**src/hw/bst_pkg.sv**
```systemverilog
// Purpose: Shared constants and types for the boundary-scan TAP and its controller
// Assumes: Both ends run on sys_clk; link pins are sampled, never used as clocks
// Notes: Boundary cell order runs from chain_first_pin (bit 0) to chain_last_pin (bit 24)
package bst_pkg;
   // Instruction register
   localparam int BST_IR_W = 4;
   localparam logic [3:0] BST_IR_CAPTURE = 4'h1;
   localparam logic [3:0] BST_OP_EXTEST = 4'h0;
   localparam logic [3:0] BST_OP_SELECT = 4'h2;
   localparam logic [3:0] BST_OP_SAMPLE = 4'h3;
   localparam logic [3:0] BST_OP_INTEST = 4'hc;
   localparam logic [3:0] BST_OP_BYPASS = 4'hf;
   localparam logic [3:0] BST_OP_IDCODE = 4'he; // Reserved code, value arbitrary
   // Scan path select register
   localparam int BST_SEL_W = 4;
   localparam logic [3:0] BST_SEL_CAPTURE = 4'h8;
   localparam logic [3:0] BST_CHAIN_BOUNDARY = 4'h3;
   // Boundary chain, bit 0 is chain_first_pin
   localparam int BST_BSR_LEN = 25;
   localparam logic [24:0] BST_CELL_OUT = 25'h17e43ef; // Cells with an output driver
   localparam logic [24:0] BST_CELL_IN = 25'h0e3bcf2; // Cells with an input buffer
   // Data register path selection
   localparam logic [1:0] BST_PATH_BYPASS = 2'h0;
   localparam logic [1:0] BST_PATH_BOUND = 2'h1;
   localparam logic [1:0] BST_PATH_SELECT = 2'h2;
   // Controller timing and register map
   localparam int BST_TCK_HALF = 8;
   localparam int BST_SYNC_LAT = 6;
   localparam int BST_TLR_STEPS = 5;
   localparam logic [11:0] BST_OFF_CTRL = 12'h000;
   localparam logic [11:0] BST_OFF_TX = 12'h004;
   localparam logic [11:0] BST_OFF_RX = 12'h008;
   localparam logic [11:0] BST_OFF_STAT = 12'h00c;
   localparam int BST_CTRL_GO = 0;
   localparam int BST_CTRL_IR = 1;
   localparam int BST_CTRL_TLR = 2;
   localparam int BST_CTRL_TRST = 3;
   localparam int BST_CTRL_LEN = 8;
   localparam int BST_LEN_W = 5;
   localparam int BST_STAT_BUSY = 0;
   localparam int BST_STAT_ERR = 1;

   // TAP controller states, Gray steps along the scan paths
   typedef enum logic [3:0] {
      BST_TLR = 4'h0, BST_RTI = 4'h1, BST_SEL_DR = 4'h3, BST_CAP_DR = 4'h2,
      BST_SH_DR = 4'h6, BST_EX1_DR = 4'h7, BST_PAU_DR = 4'h5, BST_EX2_DR = 4'h4,
      BST_UPD_DR = 4'hc, BST_SEL_IR = 4'hd, BST_CAP_IR = 4'hf, BST_SH_IR = 4'he,
      BST_EX1_IR = 4'ha, BST_PAU_IR = 4'hb, BST_EX2_IR = 4'h9, BST_UPD_IR = 4'h8
   } bst_tap_t;

   // Controller sequencer states
   typedef enum logic [3:0] {
      BSTH_IDLE = 4'h0, BSTH_SEL_DR = 4'h1, BSTH_SEL_IR = 4'h3, BSTH_TO_CAP = 4'h2,
      BSTH_TO_SHIFT = 4'h6, BSTH_SHIFT = 4'h7, BSTH_UPD = 4'h5, BSTH_DONE = 4'h4,
      BSTH_TLR = 4'hc
   } bst_host_t;

   // True for the five public instruction codes
   function automatic logic bst_is_public(input logic [3:0] code);
      return (code == BST_OP_EXTEST) || (code == BST_OP_SELECT) ||
             (code == BST_OP_SAMPLE) || (code == BST_OP_INTEST) ||
             (code == BST_OP_BYPASS);
   endfunction
endpackage

```
**src/hw/bst_tap_if.sv**
```systemverilog
// Purpose: Boundary-scan link between test controller and TAP
// Assumes: Plain push-pull wires, no tristate on the link
// Notes: The controller makes tck; the TAP only samples it
`timescale 1ns/10ps
`default_nettype none
interface bst_tap_if;
   logic tck;
   logic tms;
   logic tdi;
   logic trst_n;
   logic tdo;
   modport dev (input tck, input tms, input tdi, input trst_n, output tdo);
   modport host (output tck, output tms, output tdi, output trst_n, input tdo);
endinterface
`default_nettype wire
```
**src/hw/bst_tap_dev.sv**
```systemverilog
// Purpose: Boundary-scan TAP with instruction, bypass, select and boundary registers
// Assumes: tck, tms, tdi, trst_n arrive unsynchronised; cell ports are sys_clk logic
// Notes: Link edges are found by oversampling, so tck must stay well below sys_clk/4
//
// Decided for this implementation: the register addresses and register access over APB.
`timescale 1ns/10ps
`default_nettype none
module bst_tap_dev
   import bst_pkg::*;
(
   // System
   input wire logic sys_clk,
   input wire logic rst,
   input wire logic ce,
   // Scan link
   bst_tap_if.dev link,
   // Boundary cell connections
   input wire logic [BST_BSR_LEN-1:0] core_out,
   input wire logic [BST_BSR_LEN-1:0] pin_in,
   output logic [BST_BSR_LEN-1:0] pin_out,
   output logic [BST_BSR_LEN-1:0] core_in,
   // Observed state
   output logic [BST_IR_W-1:0] instr,
   output logic [BST_SEL_W-1:0] chain,
   output logic tap_reset
);

   ////////////////////////////////////////////////////////////////////////////
   // Link synchronisers and edge detection

   logic [3:0] sync1_reg;
   logic [3:0] sync2_reg;
   logic tck_d_reg;
   logic tck_s;
   logic tms_s;
   logic tdi_s;
   logic trst_act;
   logic rise;
   logic fall;

   // Two stages on every link input; order is {trst_n, tdi, tms, tck}
   always_ff @(posedge sys_clk) begin
      if (rst) begin
         sync1_reg <= 4'h0;
         sync2_reg <= 4'h0;
      end else if (ce) begin
         sync1_reg <= {link.trst_n, link.tdi, link.tms, link.tck};
         sync2_reg <= sync1_reg;
      end
   end

   // Delayed copy of the clean tck for edge finding
   always_ff @(posedge sys_clk) begin
      if (rst) begin
         tck_d_reg <= 1'b0;
      end else if (ce) begin
         tck_d_reg <= tck_s;
      end
   end

   // Edges; tms and tdi travel with tck so they match at the rise
   assign tck_s = sync2_reg[0];
   assign tms_s = sync2_reg[1];
   assign tdi_s = sync2_reg[2];
   assign trst_act = ~sync2_reg[3];
   assign rise = ce & tck_s & ~tck_d_reg;
   assign fall = ce & ~tck_s & tck_d_reg;

   ////////////////////////////////////////////////////////////////////////////
   // TAP controller

   bst_tap_t state_reg;
   bst_tap_t state_next;

   // Standard sixteen-state graph
   function automatic bst_tap_t tap_next(input bst_tap_t s, input logic m);
      case (s)
         BST_TLR: tap_next = m ? BST_TLR : BST_RTI;
         BST_RTI: tap_next = m ? BST_SEL_DR : BST_RTI;
         BST_SEL_DR: tap_next = m ? BST_SEL_IR : BST_CAP_DR;
         BST_CAP_DR: tap_next = m ? BST_EX1_DR : BST_SH_DR;
         BST_SH_DR: tap_next = m ? BST_EX1_DR : BST_SH_DR;
         BST_EX1_DR: tap_next = m ? BST_UPD_DR : BST_PAU_DR;
         BST_PAU_DR: tap_next = m ? BST_EX2_DR : BST_PAU_DR;
         BST_EX2_DR: tap_next = m ? BST_UPD_DR : BST_SH_DR;
         BST_UPD_DR: tap_next = m ? BST_SEL_DR : BST_RTI;
         BST_SEL_IR: tap_next = m ? BST_TLR : BST_CAP_IR;
         BST_CAP_IR: tap_next = m ? BST_EX1_IR : BST_SH_IR;
         BST_SH_IR: tap_next = m ? BST_EX1_IR : BST_SH_IR;
         BST_EX1_IR: tap_next = m ? BST_UPD_IR : BST_PAU_IR;
         BST_PAU_IR: tap_next = m ? BST_EX2_IR : BST_PAU_IR;
         BST_EX2_IR: tap_next = m ? BST_UPD_IR : BST_SH_IR;
         BST_UPD_IR: tap_next = m ? BST_SEL_DR : BST_RTI;
         default: tap_next = BST_TLR;
      endcase
   endfunction

   assign state_next = tap_next(state_reg, tms_s);

   // TRST acts without any tck edge; only sys_clk is needed
   always_ff @(posedge sys_clk) begin
      if (rst || trst_act) begin
         state_reg <= BST_TLR;
      end else if (rise) begin
         state_reg <= state_next;
      end
   end

   ////////////////////////////////////////////////////////////////////////////
   // Instruction register and decode

   logic [BST_IR_W-1:0] ir_sh_reg;
   logic [BST_IR_W-1:0] ir_cur_reg;
   logic mode_ext;
   logic mode_int;
   logic mode_smp;
   logic mode_sel;
   logic [1:0] path;
   logic [BST_SEL_W-1:0] chain_reg;

   // Four bits, no parity; capture 0001, shift LSB first
   always_ff @(posedge sys_clk) begin
      if (rst || trst_act) begin
         ir_sh_reg <= BST_IR_CAPTURE;
         ir_cur_reg <= BST_OP_IDCODE;
      end else if (rise) begin
         case (state_reg)
            BST_TLR: ir_cur_reg <= BST_OP_IDCODE;
            BST_CAP_IR: ir_sh_reg <= BST_IR_CAPTURE;
            BST_SH_IR: ir_sh_reg <= {tdi_s, ir_sh_reg[BST_IR_W-1:1]};
            BST_UPD_IR: ir_cur_reg <= ir_sh_reg;
            default: ;
         endcase
      end
   end

   // Public codes; anything else, the identification code too, takes bypass
   assign mode_ext = (ir_cur_reg == BST_OP_EXTEST);
   assign mode_int = (ir_cur_reg == BST_OP_INTEST);
   assign mode_smp = (ir_cur_reg == BST_OP_SAMPLE);
   assign mode_sel = (ir_cur_reg == BST_OP_SELECT);

   // Reserved chain numbers see a one-bit path rather than nothing
   assign path = mode_sel ? BST_PATH_SELECT :
                 ((mode_ext || mode_int || mode_smp) && chain_reg == BST_CHAIN_BOUNDARY) ?
                 BST_PATH_BOUND : BST_PATH_BYPASS;

   ////////////////////////////////////////////////////////////////////////////
   // Bypass and scan path select registers

   logic byp_reg;
   logic [BST_SEL_W-1:0] sel_sh_reg;

   // One cell, zero at capture, no parallel output, no update action
   always_ff @(posedge sys_clk) begin
      if (rst || trst_act) begin
         byp_reg <= 1'b0;
      end else if (rise && path == BST_PATH_BYPASS) begin
         if (state_reg == BST_CAP_DR) begin
            byp_reg <= 1'b0;
         end else if (state_reg == BST_SH_DR) begin
            byp_reg <= tdi_s;
         end
      end
   end

   // Select register; chain three after any TAP reset
   always_ff @(posedge sys_clk) begin
      if (rst || trst_act) begin
         sel_sh_reg <= BST_SEL_CAPTURE;
         chain_reg <= BST_CHAIN_BOUNDARY;
      end else if (rise) begin
         if (state_reg == BST_TLR) begin
            chain_reg <= BST_CHAIN_BOUNDARY;
         end else if (path == BST_PATH_SELECT) begin
            case (state_reg)
               BST_CAP_DR: sel_sh_reg <= BST_SEL_CAPTURE;
               BST_SH_DR: sel_sh_reg <= {tdi_s, sel_sh_reg[BST_SEL_W-1:1]};
               BST_UPD_DR: chain_reg <= sel_sh_reg;
               default: ;
            endcase
         end
      end
   end

   ////////////////////////////////////////////////////////////////////////////
   // Boundary register

   logic [BST_BSR_LEN-1:0] bsr_reg;
   logic [BST_BSR_LEN-1:0] cap_vec;

   // Capture source per mode; output-only cells keep their own value in extest
   always_comb begin
      if (mode_ext) begin
         cap_vec = (BST_CELL_IN & pin_in) | (~BST_CELL_IN & bsr_reg);
      end else if (mode_int) begin
         cap_vec = (BST_CELL_OUT & core_out) | (~BST_CELL_OUT & pin_in);
      end else begin
         cap_vec = (BST_CELL_IN & pin_in) | (~BST_CELL_IN & core_out);
      end
   end

   // Entry at chain_first_pin, exit at chain_last_pin
   always_ff @(posedge sys_clk) begin
      if (rst) begin
         bsr_reg <= '0;
      end else if (rise && path == BST_PATH_BOUND) begin
         if (state_reg == BST_CAP_DR) begin
            bsr_reg <= cap_vec;
         end else if (state_reg == BST_SH_DR) begin
            bsr_reg <= {bsr_reg[BST_BSR_LEN-2:0], tdi_s};
         end
      end
   end

   // Cells drive straight from the shift stages; no update latch in between
   always_ff @(posedge sys_clk) begin
      if (rst) begin
         pin_out <= '0;
         core_in <= '0;
      end else if (ce) begin
         pin_out <= (mode_ext && path == BST_PATH_BOUND) ?
                    (BST_CELL_OUT & bsr_reg) | (~BST_CELL_OUT & core_out) :
                    core_out;
         core_in <= (mode_int && path == BST_PATH_BOUND) ?
                    (BST_CELL_IN & bsr_reg) | (~BST_CELL_IN & pin_in) :
                    pin_in;
      end
   end

   ////////////////////////////////////////////////////////////////////////////
   // Serial output

   logic tdo_reg;
   logic dr_bit;

   // Last stage of whichever data path is live
   always_comb begin
      case (path)
         BST_PATH_BOUND: dr_bit = bsr_reg[BST_BSR_LEN-1];
         BST_PATH_SELECT: dr_bit = sel_sh_reg[0];
         default: dr_bit = byp_reg;
      endcase
   end

   // Changes only after a falling tck edge or when TRST clears it, so the rise sees a stable bit
   always_ff @(posedge sys_clk) begin
      if (rst || trst_act) begin
         tdo_reg <= 1'b0;
      end else if (fall) begin
         if (state_reg == BST_SH_IR) begin
            tdo_reg <= ir_sh_reg[0];
         end else if (state_reg == BST_SH_DR) begin
            tdo_reg <= dr_bit;
         end
      end
   end

   assign link.tdo = tdo_reg;
   assign instr = ir_cur_reg;
   assign chain = chain_reg;
   assign tap_reset = (state_reg == BST_TLR);

endmodule
`default_nettype wire

```
**src/flat_wrapper.sv**
```systemverilog
// flat-port wrapper written by rule: the top's interface ports become plain ports
module bst_tap_dev_flat import bst_pkg::*;
  (sys_clk, rst, ce, core_out, pin_in, pin_out, core_in, instr, chain, tap_reset, link_tck, link_tms, link_tdi, link_trst_n, link_tdo);
  bst_tap_if link_i ();
  input wire logic sys_clk;
  input wire logic rst;
  input wire logic ce;
  input wire logic [BST_BSR_LEN-1:0] core_out;
  input wire logic [BST_BSR_LEN-1:0] pin_in;
  output logic [BST_BSR_LEN-1:0] pin_out;
  output logic [BST_BSR_LEN-1:0] core_in;
  output logic [BST_IR_W-1:0] instr;
  output logic [BST_SEL_W-1:0] chain;
  output logic tap_reset;
  input wire logic [$bits(link_i.tck)-1:0] link_tck;
  input wire logic [$bits(link_i.tms)-1:0] link_tms;
  input wire logic [$bits(link_i.tdi)-1:0] link_tdi;
  input wire logic [$bits(link_i.trst_n)-1:0] link_trst_n;
  output wire logic [$bits(link_i.tdo)-1:0] link_tdo;
  assign link_i.tck = link_tck;
  assign link_i.tms = link_tms;
  assign link_i.tdi = link_tdi;
  assign link_i.trst_n = link_trst_n;
  assign link_tdo = link_i.tdo;
  bst_tap_dev u_core (.sys_clk(sys_clk), .rst(rst), .ce(ce), .link(link_i), .core_out(core_out), .pin_in(pin_in), .pin_out(pin_out), .core_in(core_in), .instr(instr), .chain(chain), .tap_reset(tap_reset));
endmodule
```
**config.mk**
```make
export PLATFORM = sky130hd
export DESIGN_NAME = bst_tap_dev_flat
export DESIGN_NICKNAME = d
export VERILOG_FILES = /design/src/hw/bst_pkg.sv /design/src/hw/bst_tap_if.sv /design/src/hw/bst_tap_dev.sv /design/src/flat_wrapper.sv
export SDC_FILE = /design/constraint.sdc
export NUM_CORES = 1
export LEC_CHECK = 0
export ABC_AREA = 1
export BUFFER_PORTS_ARGS = -buffer_cell sky130_fd_sc_hd__clkbuf_2
export CAP_MARGIN = 20
export CORE_MARGIN = 2
export CORE_UTILIZATION = 40
export DETAILED_ROUTE_END_ITERATION = 8
export GPL_TIMING_DRIVEN = 0
export SYNTH_ARGS = -nofsm -noshare
export SYNTH_HDL_FRONTEND = slang
export SYNTH_SLANG_ARGS = --single-unit
```
**constraint.sdc**
```tcl
create_clock -name sys_clk -period 2 [get_ports sys_clk]
set_input_delay 0.5 -clock sys_clk [delete_from_list [all_inputs] [get_ports sys_clk]]
set_output_delay 0.5 -clock sys_clk [all_outputs]
set_load 0.005 [all_outputs]
```
Word level (Yosys, flattened, before mapping)
Cells that the tools add are included.
{"block": "word_totals", "input_bits": 57, "output_inout_bits": 60, "elab_cells": 106, "regBits": 106}
{"block": "classes", "bitwise_logic": 13, "mux": 32, "reduce_logical": 27, "eq_ne": 21}
{"op": "$mux W25", "count": 6}
{"op": "$or A24 B25 Y25", "count": 3}
{"op": "$or A25 B24 Y25", "count": 2}
{"op": "$pmux W4 S12", "count": 1}
{"op": "$eq A4 B4 Y1 const B", "count": 9}
{"op": "$mux W4", "count": 7}
{"op": "$pmux W4 S2", "count": 3}
{"op": "$eq A4 B2 Y1 const B", "count": 5}
{"op": "$eq A4 B3 Y1 const B", "count": 4}
{"op": "$reduce_bool A2 Y1", "count": 6}
{"op": "$reduce_and A2 Y1", "count": 5}
{"op": "$logic_not A4 Y1", "count": 2}
{"op": "$mux W1", "count": 8}
{"op": "$mux W2", "count": 4}
{"op": "$mux W3", "count": 2}
{"op": "$logic_and A1 B1 Y1", "count": 5}
{"op": "$and A1 B1 Y1", "count": 4}
{"op": "$eq A4 B1 Y1 const B", "count": 1}
{"op": "$not A1 Y1", "count": 4}
{"op": "$reduce_and A4 Y1", "count": 1}
{"op": "$reduce_or A2 Y1", "count": 2}
{"op": "$logic_or A1 B1 Y1", "count": 3}
{"op": "$reduce_and A3 Y1", "count": 1}
{"op": "$reduce_or A3 Y1", "count": 1}
{"op": "other kinds (4)", "count": 4}

Longest topological paths before layout
{"block": "logic_depth", "depth_word": 10, "mapped_depth": 12, "mapped_depth_nobuf": 11}

Worst setup path before layout
Ideal clock, no wire load.
{"block": "synth_timing", "path_kind": "input to register", "startpoint": "in ce", "endpoint": "reg u_core.ir_cur_reg[0], in the netlist u_core.instr[0]", "path_slack_ns": 0.529, "n_path_buf": 0, "setup_time_ns": 0.132, "stages": 7, "t_required_ns": 1.868, "t_arrival_ns": 1.339, "path_cell_list": "nand2_1 nor2_2 inv_1 nor3_2 inv_1 nand2_1 a21oi_1"}
{"block": "synth_between", "elab_chain_len": 3}
{"element": "start: declaration", "line": "flat_wrapper.sv:7", "text": "input wire logic ce;"}
{"element": "$and A1 B1 Y1 (2 in a row)", "line": "bst_tap_dev.sv:66", "text": "assign rise = ce & tck_s & ~tck_d_reg;"}
{"element": "$reduce_and A2 Y1 (no line)"}
{"element": "end signal: assignment", "line": "bst_tap_dev.sv:131", "text": "BST_UPD_IR: ir_cur_reg <= ir_sh_reg;"}
{"element": "end: declaration", "line": "bst_tap_dev.sv:113", "text": "logic [BST_IR_W-1:0] ir_cur_reg;"}
No other way between the ends.
A chain may end at the register's enable or synchronous reset.

Worst setup path in the final report
{"block": "layout_timing", "startpoint": "reg u_core.state_reg[0]", "endpoint": "out tap_reset"}
{"block": "layout_between", "elab_chain_len": 1}
{"element": "start: declaration", "line": "bst_tap_dev.sv:72", "text": "bst_tap_t state_reg;"}
{"element": "start signal: assignment", "line": "bst_tap_dev.sv:105", "text": "state_reg <= state_next;"}
{"element": "$logic_not A4 Y1", "line": "bst_tap_dev.sv:262", "text": "assign tap_reset = (state_reg == BST_TLR);"}
{"element": "end: declaration", "line": "flat_wrapper.sv:14", "text": "output logic tap_reset;"}
No other way between the ends.

==> implementation parameters <==
Parameter                              Value

Hold path
  Type of the tightest min-delay check    in -> reg

Pwr
  Power density of the placed cells    between 700 and 800 nW/um2
  P_sw    1.13 mW
  Sequential power share    about half
  Fraction of power consumed by the clock network    42.9%
  Comb pwr share    ~8.5%
  Internal power contribution    3.46 mW
  Leakage component of the power    around 3.1 nW
  Fraction of power spent switching nets    ~25%
  Largest vdd supply drop    between 400 and 500 uV

Yosys
  Count of yosys warnings during synthesis    0
  Synth Area per Inst    approximately 6.5 um2
  Count of cell types in the netlist    30
  Cells after Synth    approximately 770
  Synthesized net count    roughly 830
  Seq/Total Area, Yosys    41.9%
  Number of synthesized register bits    between 100 and 150
  Cell area after synthesis    a little over 5000 um2

Clocking
  Clock root cell    clkbuf_16
  Number of buffers inserted during clock tree synthesis    9
  Skew-Pair Late Insertion Delay    between 300 and 400 ps
  TritonCTS clock tree    done
  CTS H-Tree Depth    3
  Number of buffers on the longest clock path    2
  Clock sink count    106
  Clock-pin slew on the worst setup and hold paths    roughly 80 ps

Final layout
  Layout Area Growth over Synthesis    22.4%
  Fillers    about 1400
  Share of final-layout standard cells stronger than drive strength 1    19.2%
  Leading cell type in the layout, fill and taps excluded    nand2_1
  Number of inserted diodes    0
  Area used by sequential logic in the layout    roughly 2100 um2
  NumNets Final    between 900 and 1000
  Top library cells by usage in the layout, fill and taps aside    nand2_1 (191), nor2_1 (128), clkbuf_2 (116)
  Area taken by multi-input logic gates    ~2400 um2

Placed design
  Gpl congestion    between 0.9 and 1
  Quantity of I/O buffers inserted on ports    around 120
  Detailed placer's ending HPWL    around 11000 um

Global routing
  Pin count of the biggest net entering global routing    19
  Number of antenna violations at the first check in global routing    0
  Number of global-route vias before repair    around 4700
  Wire length of the first global-routing pass    23400 um
  Combined global-route utilization of all metal layers    roughly 22%
  Gr ovfl total    0

Timing
  Aggregate negative setup slack    0 ps
  Final min period    1890 ps
  Max-slew violation count    0
  Measured slew at the worst slew-check pin    about 640 ps
  Final count of negative-setup-slack endpoints    0
  Hold Fails Final Rpt    0
  Final critical-path share of the clock period    94.7%
  RSZ-0062 raised after global routing    false
  Maximum clock skew at final layout    10.1 ps
  Hold slack    358 ps
  Max-slew headroom at the worst pin    57.0%
  Highest Clock Rate    approximately 530 MHz

Worst setup path
  Buffer and inverter count on the worst path    2
  Type of destination of the critical path    primary output
  Cell family with the largest share of critical-path delay    flip-flops
  Type of the worst setup path    reg -> out
  Maximum cell stage delay along the critical path    410 ps
  Arrival time reported for the critical path endpoint    ~1400 ps
  Cell Chain, Critical Path    nor2_2 -> inv_2 -> nor2_4 -> clkbuf_2
  WP data required    approximately 1500 ps
  Largest fanout of any net on the critical path    6
  CP Launch Type    flip-flop
  Slowest CP cell    dfxtp_1

Drt
  Number of vias in the routed layout    about 5200
  Total routed wirelength    14200 um
  Number of design-rule violations left by the first detailed-router iteration    approximately 400
  Antenna viol nets, final    0
  Final routed DRC violation total    0
  Via/cell ratio    around 4.8
  Routed wirelength normalized by instance count    13.1 um
  Length of the first detailed-routing pass in iterations    5

Floorplanning
  Vertical die dimension    116 um
  Die span in x    ~120 um
  Die footprint    approximately 14000 um2
  Std-Cell Rows    41
  Initial core utilization    about two fifths
  Core ar.    roughly 12000 um2
  Top-level I/O count    between 100 and 150

Job
  Number of maximum-capacitance violations    0

Outcome
  Run status    finished clean
[worst paths after layout]
| kind | from | end | slack [ps] | cells after the start |
|---|---|---|---|---|
| min | pin_in[18] | u_core.core_in[18] | 360 | 3 |
| min reg2reg | u_core.core_in[22] | u_core.core_in[22] | 470 | 2 |
| max reg2reg | u_core.instr[0] | u_core.pin_out[6] | 190 | 11 |
| max | u_core.state_reg[0] | tap_reset | 110 | 4 |
[cells by family (layout without fill, tap and decap cells)]
family	count (synthesis)	count (layout)	share of synthesized area, %
simple gates	400	400	33.2
compound gates	136	136	14.4
buf+inv	132	265	10.4
flops	106	106	41.9
[power by group through the flow]
stage | Combinational (mW) | Sequential [mW] | Clock, mW
finish | 0.389 | 2.23 | 1.97
global route | 0.449 | 2.24 | 2.09
CTS | 0.394 | 2.23 | 2.01
detailed placement | 0.393 | 2.28 | 0
global placement | 0.393 | 2.28 | 0
floorplan | 0.196 | 2.28 | 0
[metal layers]
metal  global-route usage [%]  share of wire, %
met3                     4.36               6.6
met1                     31.2                49
met2                     32.1                42
met5                        0                 0
met4                     9.29               2.4
[tightest hold or removal path: cells and delay by family]
family                 cells  cell delay [ps]
buffers and inverters      1               80
and+or+nand+nor            2              110
[final cells by class]
cell class | count | share of cell area (%)
Sequential cell | 106 | 34.3
Inverter | 94 | 5.70
Tap cell | 172 | 3.47
Clock inverter | 7 | 1.64
Multi-Input combinational cell | 536 | 39.0
Timing Repair Buffer | 117 | 9.49
Clock buffer | 9 | 3.64
Buffer | 38 | 2.83
[stage by stage]
| step | setup slack [ps] | cells | power [mW] | util, % | instance area (um2) |
|---|---|---|---|---|---|
| 2_1_floorplan | 529 | 774 | 2.48 | - | 5060 |
| 3_3_place_gp | -22.2 | 1062 | 2.67 | 47.0 | 5850 |
| 3_5_place_dp | -66.4 | 1062 | 2.67 | 47.0 | 5850 |
| 4_1_cts | 17.7 | 1078 | 4.63 | 49.6 | 6190 |
| 5_1_grt | 12.3 | 1079 | 4.77 | 49.7 | 6190 |
| 6_report | 107 | 1079 | 4.59 | 49.7 | 6190 |
[synthesized netlist by cell type]
| cell | count | area (um2) |
|---|---|---|
| a21oi_1 | 48 | 240 |
| o22ai_1 | 10 | 62.6 |
| a22oi_1 | 1 | 7.51 |
| nand3_1 | 58 | 290 |
| nand2_4 | 1 | 11.3 |
| nor2_4 | 3 | 33.8 |
| nand3_2 | 1 | 10.0 |
| buf_2 | 11 | 55.1 |
| o211ai_2 | 1 | 12.5 |
| nor2_8 | 1 | 20.0 |
| buf_4 | 3 | 22.5 |
| buf_6 | 1 | 11.3 |
| nor2_2 | 6 | 37.5 |
| dfxtp_1 | 106 | 2120 |
| nand2_1 | 191 | 717 |
| nor3_1 | 3 | 15.0 |
| o211ai_1 | 4 | 30.0 |
| o21ai_1 | 1 | 5.00 |
| nand3b_2 | 1 | 11.3 |
| inv_1 | 84 | 315 |
| inv_2 | 8 | 30.0 |
| o21a_1 | 7 | 52.6 |
| clkbuf_1 | 21 | 78.8 |
| nor2_1 | 128 | 480 |
| clkinv_1 | 2 | 7.51 |
| o21ai_0 | 64 | 320 |
| nand2_2 | 2 | 12.5 |
| nor3_2 | 2 | 20.0 |
| buf_1 | 2 | 7.51 |
| nand4_1 | 3 | 18.8 |
[repair_timing]
action / in CTS / in global routing
endpoints found under the setup margin: 1 / 1
hold buffers: 0 / 0
gates resized for setup: 1 / 0
pin swaps: 0 / 1
setup buffers: 0 / 1
Note: power is estimated with default switching activity, not from simulation.
